## src/common/gq_pkg.sv

```systemverilog
// Shared constants and types of the input qualification block
package gq_pkg;
	// Pin and group organisation
	localparam int GQ_PINS = 64;
	localparam int GQ_GROUPS = 8;
	localparam int GQ_GROUP_PINS = 8;
	localparam int GQ_PRD_W = 8;
	localparam int GQ_CNT_W = 9;
	localparam int GQ_HIST_W = 6;

	// Register byte offsets on the bus
	localparam logic [7:0] GQ_OFF_A_PERIOD = 8'h00;
	localparam logic [7:0] GQ_OFF_A_QSEL_LO = 8'h04;
	localparam logic [7:0] GQ_OFF_A_QSEL_HI = 8'h08;
	localparam logic [7:0] GQ_OFF_B_PERIOD = 8'h0C;
	localparam logic [7:0] GQ_OFF_B_QSEL_LO = 8'h10;
	localparam logic [7:0] GQ_OFF_B_QSEL_HI = 8'h14;
	localparam logic [7:0] GQ_OFF_PROTECT = 8'h18;
	localparam logic [7:0] GQ_OFF_A_LEVEL = 8'h1C;
	localparam logic [7:0] GQ_OFF_B_LEVEL = 8'h20;

	// Field positions
	localparam int GQ_PROT_BIT = 0;

	// Reset values
	localparam logic [31:0] GQ_RST_PERIOD = 32'h00000000;
	localparam logic [31:0] GQ_RST_QSEL = 32'h00000000;
	localparam logic GQ_RST_PROT = 1'b0;

	// Period counter constants
	localparam logic [GQ_CNT_W-1:0] GQ_CNT_ZERO = 9'h000;
	localparam logic [GQ_CNT_W-1:0] GQ_CNT_ONE = 9'h001;

	// Agreement patterns of the sample history
	localparam logic [2:0] GQ_ALL3_HIGH = 3'h7;
	localparam logic [2:0] GQ_ALL3_LOW = 3'h0;
	localparam logic [5:0] GQ_ALL6_HIGH = 6'h3F;
	localparam logic [5:0] GQ_ALL6_LOW = 6'h00;

	typedef enum logic [1:0] {
		GQ_MODE_SYNC = 2'b00,
		GQ_MODE_Q3 = 2'b01,
		GQ_MODE_Q6 = 2'b10,
		GQ_MODE_ASYNC = 2'b11
	} gq_mode_t;
endpackage

```

## src/rtl/gq_period_tick.sv

```systemverilog
// Sampling strobe generator for one group of eight pins
`timescale 1ns/1ns
module gq_period_tick
	import gq_pkg::*;
(
	// Clock, reset, enable
	input wire logic clk_i,
	input wire logic rst_i,
	input wire logic ce_i,
	// Period field of the group
	input wire logic [GQ_PRD_W-1:0] period_i,
	// One-cycle sampling strobe
	output logic tick_o
);
	logic [GQ_CNT_W-1:0] cnt_reg;
	logic [GQ_CNT_W-1:0] limit;

	// Zero gives one clock, else twice the field
	always_comb begin
		if (period_i == '0) begin
			limit = GQ_CNT_ZERO;
		end else begin
			limit = {period_i, 1'b0} - GQ_CNT_ONE;
		end
	end

	// Compare with >= so a shortened period cannot strand the counter
	always_ff @(posedge clk_i) begin
		if (rst_i) begin
			cnt_reg <= GQ_CNT_ZERO;
			tick_o <= 1'b0;
		end else if (ce_i) begin
			if (cnt_reg >= limit) begin
				cnt_reg <= GQ_CNT_ZERO;
				tick_o <= 1'b1;
			end else begin
				cnt_reg <= cnt_reg + GQ_CNT_ONE;
				tick_o <= 1'b0;
			end
		end
	end
endmodule

```

## src/rtl/gq_qualifier.sv

```systemverilog
// Multi-sample qualifier for one synchronised pin
`timescale 1ns/1ns
module gq_qualifier
	import gq_pkg::*;
(
	// Clock, reset, enable
	input wire logic clk_i,
	input wire logic rst_i,
	input wire logic ce_i,
	// Synchronised level, strobe, window length select
	input wire logic sample_i,
	input wire logic tick_i,
	input wire logic six_i,
	// Qualified level
	output logic level_o
);
	logic [GQ_HIST_W-1:0] hist_reg;
	logic [GQ_HIST_W-1:0] window;
	logic agree;

	assign window = {hist_reg[GQ_HIST_W-2:0], sample_i};

	// Window of three or six samples
	always_comb begin
		if (six_i) begin
			agree = (window == GQ_ALL6_HIGH) || (window == GQ_ALL6_LOW);
		end else begin
			agree = (window[2:0] == GQ_ALL3_HIGH) || (window[2:0] == GQ_ALL3_LOW);
		end
	end

	// Samples are taken only on the group strobe
	always_ff @(posedge clk_i) begin
		if (rst_i) begin
			hist_reg <= '0;
		end else if (ce_i && tick_i) begin
			hist_reg <= window;
		end
	end

	// Change only when the whole window agrees
	always_ff @(posedge clk_i) begin
		if (rst_i) begin
			level_o <= 1'b0;
		end else if (ce_i && tick_i && agree) begin
			level_o <= sample_i;
		end
	end
endmodule

```

## src/rtl/gq_top.sv

```systemverilog
// Input qualification for 64 pins with a Wishbone register slave
//
// Behaviour
// - Port B period register holds four 8-bit fields, one per group of eight pins 32-63.
// - A zero period gives one clock between samples, a value N gives 2N clocks.
// - Period and select registers change only while protected write permission is set.
// - Port A low select holds two bits per pin, pin n in bits 2n+1 and 2n.
// - Select 00 only synchronises the pin to the system clock.
// - Select 01 qualifies the pin over three samples.
// - Select 10 qualifies the pin over six samples.
// - Qualification samples are spaced by the period field of the pin's group.
// - Select 11 passes the pin straight to the peripheral path without synchronising.
// - Select 11 on the GPIO path acts as select 00.
//
// Decided for this implementation: the register offsets and the Wishbone interface to the registers.
`timescale 1ns/1ns
module gq_top
	import gq_pkg::*;
(
	// Clock, reset, enable
	input wire logic clk_i,
	input wire logic rst_i,
	input wire logic ce_i,
	// Wishbone slave
	input wire logic wb_cyc_i,
	input wire logic wb_stb_i,
	input wire logic wb_we_i,
	input wire logic [7:0] wb_adr_i,
	input wire logic [3:0] wb_sel_i,
	input wire logic [31:0] wb_dat_i,
	output logic [31:0] wb_dat_o,
	output logic wb_ack_o,
	// Board pins
	input wire logic [GQ_PINS-1:0] pin_i,
	// Qualified inputs to GPIO data and peripherals
	output logic [GQ_PINS-1:0] gpio_data_o,
	output logic [GQ_PINS-1:0] periph_in_o
);
	logic [31:0] prd_a_reg;
	logic [31:0] prd_b_reg;
	logic [31:0] qsel_a_lo_reg;
	logic [31:0] qsel_a_hi_reg;
	logic [31:0] qsel_b_lo_reg;
	logic [31:0] qsel_b_hi_reg;
	logic prot_reg;
	logic req;
	logic wr;
	logic wr_ok;
	logic [31:0] rd_next;
	logic [63:0] prd_all;
	logic [127:0] qsel_all;
	logic [GQ_GROUPS-1:0] tick;
	logic [GQ_PINS-1:0] sync_lvl;
	logic [GQ_PINS-1:0] qual_lvl;
	logic [GQ_PINS-1:0] periph_reg;

	function automatic logic [31:0] merge(input logic [31:0] old, input logic [31:0] dat,
		input logic [3:0] sel);
		logic [31:0] res;
		res = old;
		for (int b = 0; b < 4; b++) begin
			if (sel[b]) begin
				res[8*b +: 8] = dat[8*b +: 8];
			end
		end
		return res;
	endfunction

	// A request is taken once; ack then drops the next cycle
	assign req = wb_cyc_i && wb_stb_i && !wb_ack_o;
	assign wr = req && wb_we_i;
	// Protected registers need the permission bit
	assign wr_ok = wr && prot_reg;

	always_ff @(posedge clk_i) begin
		if (rst_i) begin
			wb_ack_o <= 1'b0;
		end else if (ce_i) begin
			wb_ack_o <= req;
		end
	end

	// The permission bit itself is never protected
	always_ff @(posedge clk_i) begin
		if (rst_i) begin
			prot_reg <= GQ_RST_PROT;
		end else if (ce_i && wr && wb_adr_i == GQ_OFF_PROTECT && wb_sel_i[0]) begin
			prot_reg <= wb_dat_i[GQ_PROT_BIT];
		end
	end

	// Period registers, byte-lane writes under permission
	always_ff @(posedge clk_i) begin
		if (rst_i) begin
			prd_a_reg <= GQ_RST_PERIOD;
			prd_b_reg <= GQ_RST_PERIOD;
		end else if (ce_i && wr_ok) begin
			if (wb_adr_i == GQ_OFF_A_PERIOD) begin
				prd_a_reg <= merge(prd_a_reg, wb_dat_i, wb_sel_i);
			end
			if (wb_adr_i == GQ_OFF_B_PERIOD) begin
				prd_b_reg <= merge(prd_b_reg, wb_dat_i, wb_sel_i);
			end
		end
	end

	// Select registers, all fields reset to zero
	always_ff @(posedge clk_i) begin
		if (rst_i) begin
			qsel_a_lo_reg <= GQ_RST_QSEL;
			qsel_a_hi_reg <= GQ_RST_QSEL;
			qsel_b_lo_reg <= GQ_RST_QSEL;
			qsel_b_hi_reg <= GQ_RST_QSEL;
		end else if (ce_i && wr_ok) begin
			if (wb_adr_i == GQ_OFF_A_QSEL_LO) begin
				qsel_a_lo_reg <= merge(qsel_a_lo_reg, wb_dat_i, wb_sel_i);
			end
			if (wb_adr_i == GQ_OFF_A_QSEL_HI) begin
				qsel_a_hi_reg <= merge(qsel_a_hi_reg, wb_dat_i, wb_sel_i);
			end
			if (wb_adr_i == GQ_OFF_B_QSEL_LO) begin
				qsel_b_lo_reg <= merge(qsel_b_lo_reg, wb_dat_i, wb_sel_i);
			end
			if (wb_adr_i == GQ_OFF_B_QSEL_HI) begin
				qsel_b_hi_reg <= merge(qsel_b_hi_reg, wb_dat_i, wb_sel_i);
			end
		end
	end

	// Unmapped offsets read as zero
	always_comb begin
		rd_next = 32'h00000000;
		unique case (wb_adr_i)
			GQ_OFF_A_PERIOD: rd_next = prd_a_reg;
			GQ_OFF_A_QSEL_LO: rd_next = qsel_a_lo_reg;
			GQ_OFF_A_QSEL_HI: rd_next = qsel_a_hi_reg;
			GQ_OFF_B_PERIOD: rd_next = prd_b_reg;
			GQ_OFF_B_QSEL_LO: rd_next = qsel_b_lo_reg;
			GQ_OFF_B_QSEL_HI: rd_next = qsel_b_hi_reg;
			GQ_OFF_PROTECT: rd_next[GQ_PROT_BIT] = prot_reg;
			GQ_OFF_A_LEVEL: rd_next = gpio_data_o[31:0];
			GQ_OFF_B_LEVEL: rd_next = gpio_data_o[63:32];
			default: rd_next = 32'h00000000;
		endcase
	end

	always_ff @(posedge clk_i) begin
		if (rst_i) begin
			wb_dat_o <= 32'h00000000;
		end else if (ce_i && req) begin
			wb_dat_o <= rd_next;
		end
	end

	// Pin n takes select bits 2n+1:2n across the four registers
	assign qsel_all = {qsel_b_hi_reg, qsel_b_lo_reg, qsel_a_hi_reg, qsel_a_lo_reg};
	assign prd_all = {prd_b_reg, prd_a_reg};

	genvar g;
	generate
		for (g = 0; g < GQ_GROUPS; g++) begin : g_group
			// One strobe per group of eight pins
			gq_period_tick u_tick (
				.clk_i(clk_i),
				.rst_i(rst_i),
				.ce_i(ce_i),
				.period_i(prd_all[GQ_PRD_W*g +: GQ_PRD_W]),
				.tick_o(tick[g])
			);
		end
	endgenerate

	genvar n;
	generate
		for (n = 0; n < GQ_PINS; n++) begin : g_pin
			logic meta_reg;
			logic sync_reg;
			gq_mode_t mode;

			assign mode = gq_mode_t'(qsel_all[2*n +: 2]);

			// Two flops bring the pin into the clock domain
			always_ff @(posedge clk_i) begin
				if (rst_i) begin
					meta_reg <= 1'b0;
					sync_reg <= 1'b0;
				end else if (ce_i) begin
					meta_reg <= pin_i[n];
					sync_reg <= meta_reg;
				end
			end
			assign sync_lvl[n] = sync_reg;

			gq_qualifier u_qual (
				.clk_i(clk_i),
				.rst_i(rst_i),
				.ce_i(ce_i),
				.sample_i(sync_reg),
				.tick_i(tick[n / GQ_GROUP_PINS]),
				.six_i(mode == GQ_MODE_Q6),
				.level_o(qual_lvl[n])
			);

			// GPIO path treats select 11 as plain synchronisation
			always_ff @(posedge clk_i) begin
				if (rst_i) begin
					gpio_data_o[n] <= 1'b0;
					periph_reg[n] <= 1'b0;
				end else if (ce_i) begin
					unique case (mode)
						GQ_MODE_Q3, GQ_MODE_Q6: begin
							gpio_data_o[n] <= qual_lvl[n];
							periph_reg[n] <= qual_lvl[n];
						end
						GQ_MODE_SYNC, GQ_MODE_ASYNC: begin
							gpio_data_o[n] <= sync_lvl[n];
							periph_reg[n] <= sync_lvl[n];
						end
					endcase
				end
			end

			// Under select 11 the peripheral path bypasses every flop; the pin may glitch through
			always_comb begin
				if (mode == GQ_MODE_ASYNC) begin
					periph_in_o[n] = pin_i[n];
				end else begin
					periph_in_o[n] = periph_reg[n];
				end
			end
		end
	endgenerate
endmodule

```

## config.mk

```make
export PLATFORM = sky130hd
export DESIGN_NAME = gq_top
export DESIGN_NICKNAME = d
export VERILOG_FILES = /design/src/common/gq_pkg.sv /design/src/rtl/gq_period_tick.sv /design/src/rtl/gq_qualifier.sv /design/src/rtl/gq_top.sv
export SDC_FILE = /design/constraint.sdc
export NUM_CORES = 2
export LEC_CHECK = 0
export ABC_AREA = 1
export CORE_AREA = 2 2 291 293
export CTS_CLUSTER_SIZE = 28
export DETAILED_ROUTE_END_ITERATION = 16
export DIE_AREA = 0 0 293 295
export DONT_BUFFER_PORTS = 1
export GPL_TIMING_DRIVEN = 1
export PLACE_DENSITY = 0.69
export SLEW_MARGIN = 10
export SYNTH_ARGS = -nofsm -noshare
export SYNTH_HDL_FRONTEND = slang
export SYNTH_SLANG_ARGS = --single-unit
```

## constraint.sdc

```tcl
create_clock -name clk_i -period 5.54 [get_ports clk_i]
set_input_delay 0.554 -clock clk_i [delete_from_list [all_inputs] [get_ports clk_i]]
set_output_delay 0.554 -clock clk_i [all_outputs]
set_load 0.05 [all_outputs]
```

==> qor.txt <==
gr busiest metal: met2
Synth Flop Type: dfxtp_1
crit-path leading delay family: flip-flops
CP cell instances: inv_1 -> o21ai_1
first-pass GRT wire length: 202 mm
synthesized area: 41200 um2
clk buf depth: 3
Sequential Area: 17700 um2
DRT Wirelength: 135 mm
maximum VDD drop: 0.296 mV
Final Skew: 0.0469 ns
Setup Fix Bufs, Post-CTS: 0
Iter 0 DRT Violations: 3315
CP arrival: 2.61 ns
Area Growth Syn to Fin: 10.4%
Final WS setup: 2.38 ns
most frequent cell after synthesis: dfxtp_1
CP Capture Type: primary output
Starting Density: 0.495
drt pass-1 iters: 6
flip-flop and latch count after synthesis: 882
Slew headroom: 0.199
Critical Path Max Stage Delay: 0.92 ns
maximum clock rate: 316 MHz
chip width: 293 um
met3 GRT Util: 0.0764
slowest CP cell: dfxtp_1
antenna violations before repair: 6
max-slew violations: 0
root buf cell: clkbuf_16
DPL Wire Length: 93.5 mm
CP Launch Type: register
syn avg cell area: 7.23 um2
DP Worst Slack: 2.46 ns
Final Setup Violations: 0
PD cells: 314 nW/um2
IO Pins: 275
Cell Rows: 106
Routed Antenna Nets: 0
Core ar.: 83200 um2
worst setup path category: reg2out
Synth top area share: 0.429
P_leak: 18.6 nW
footprint of the multi-input gates: 20200 um2
hold slack: 0.0196 ns
Synth Instances: 5695
layout cell share with drive strength beyond 1: 0.0413
Vias/cell: 5.65
Die Ht: 295 um
drt wl/cell: 20.1 um
largest net degree at the start of global routing: 249
Net Count, Synth: 6033
status: completed
GRT Overall Usage: 0.303
CTS HTree Levels: 3
clk_lat worst skew: 0.69 ns
commonest cells in the netlist: dfxtp_1 (882), nor2_1 (821), o21ai_0 (731)
number of global-route vias before repair: 33900
data required time of the worst path: 4.99 ns
grt ovf: 0
Placer Congestion: 0.986
max reg flops: 320
Area contributors post-synth: dfxtp_1 (43%), o21ai_0 (8.9%), a21oi_1 (7.9%)
Total Nets Final: 5906
critical-path maximum fanout: 3
TNS Setup: 0 ns
Netlist cell types: 32
sequential fraction of the synthesis area: 0.429
IO Port Bufs: 0
area leader, netlist: dfxtp_1
Buf+Inv Stages, Crit Path: 1
Synth Warn #: 0
clock transition at the registers of the reported paths: 0.06 ns
die area: 86400 um2
Period minus WS final: 3.16 ns
vias: 38100
Slew @ Worst Pin: 1.19 ns
CTS buffer count: 97
clock sinks: 882
fill count: 7866
Final Hold Viols: 0
Max Cap Viol: 0
RSZ-0062 raised after global routing: no
Hold Path Class: in2reg
EDFF count, synth: 0
grt met2 use: 0.460
FFs w/ async S/R, synth: 0
CTS tree: done
final period utilization: 0.570
grt met1 use: 0.393
drt drc: 0
-- cell families after synthesis --
logic type / after synthesis / share of synthesized area
mux: 5 / 0.00134
fa+ha+maj: 224 / 0.0680
simple gates: 2091 / 0.211
xor+xnor: 59 / 0.0125
buf+inv: 882 / 0.0807
compound gates: 1552 / 0.198
flops: 882 / 0.429
-- cell type report --
| cell class | count | area share |
|---|---|---|
| Timing Repair Buffer | 62 | 0.0136 |
| Clock inverter | 44 | 0.0123 |
| Sequential cell | 882 | 0.388 |
| Antenna cell | 11 | 0.000605 |
| Inverter | 594 | 0.0493 |
| Clock buffer | 135 | 0.0611 |
| Tap cell | 1080 | 0.0297 |
| Multi-Input combinational cell | 3931 | 0.445 |
-- worst paths after layout --
| path | from | end | slack (ns) | depth (start not counted) |
|---|---|---|---|---|
| max | periph_reg[55] | periph_in_o[55] | 2.38 | 2 |
| min | pin_i[28] | g_pin[28].meta_reg | 0.02 | 2 |
| max reg2reg | wb_ack_o | prd_a_reg[25] | 2.42 | 7 |
| min reg2reg | g_pin[39].u_qual.hist_reg[2] | g_pin[39].u_qual.hist_reg[3] | 0.46 | 2 |
-- per-stage QoR --
step | std cells | util | instance area [um2] | power, W
after global placement | 6518 | 0.502 | 41800 | 0.00761
after global routing | 6728 | 0.547 | 45500 | 0.0147
after CTS | 6727 | 0.547 | 45500 | 0.0144
final | 6739 | 0.547 | 45500 | 0.0143
after detailed placement | 6518 | 0.502 | 41800 | 0.00763
after floorplan | 5695 | - | 41200 | 0.00748
-- metal layers --
layer,vias up,routed length [um]
li1,18700,-
met3,317,13900
met4,2,8020
met5,-,13
met2,1443,57200
met1,17700,56000
-- where the power goes --
group	internal (W)	switching (W)
clock	0.00395	0.00279
sequential	0.00655	0.000228
combinational	0.000226	0.000560
-- layout by cell type, fill, tap and decap left out, drive strengths merged, types with 39 or more instances in the layout --
cell	count
nand2	700
o21ai	732
nand3	411
ha	224
nor2	825
inv	598
clkbuf	135
dfxtp	882
nand4	48
nor3	83
xor2	48
a211oi	62
o31ai	39
a21oi	649
-- repair_timing --
action,CTS,global route
hold buffers,30,1
endpoints found under the hold margin,135,1
resized for setup,0,0
Note: power is estimated with default switching activity, not from simulation.
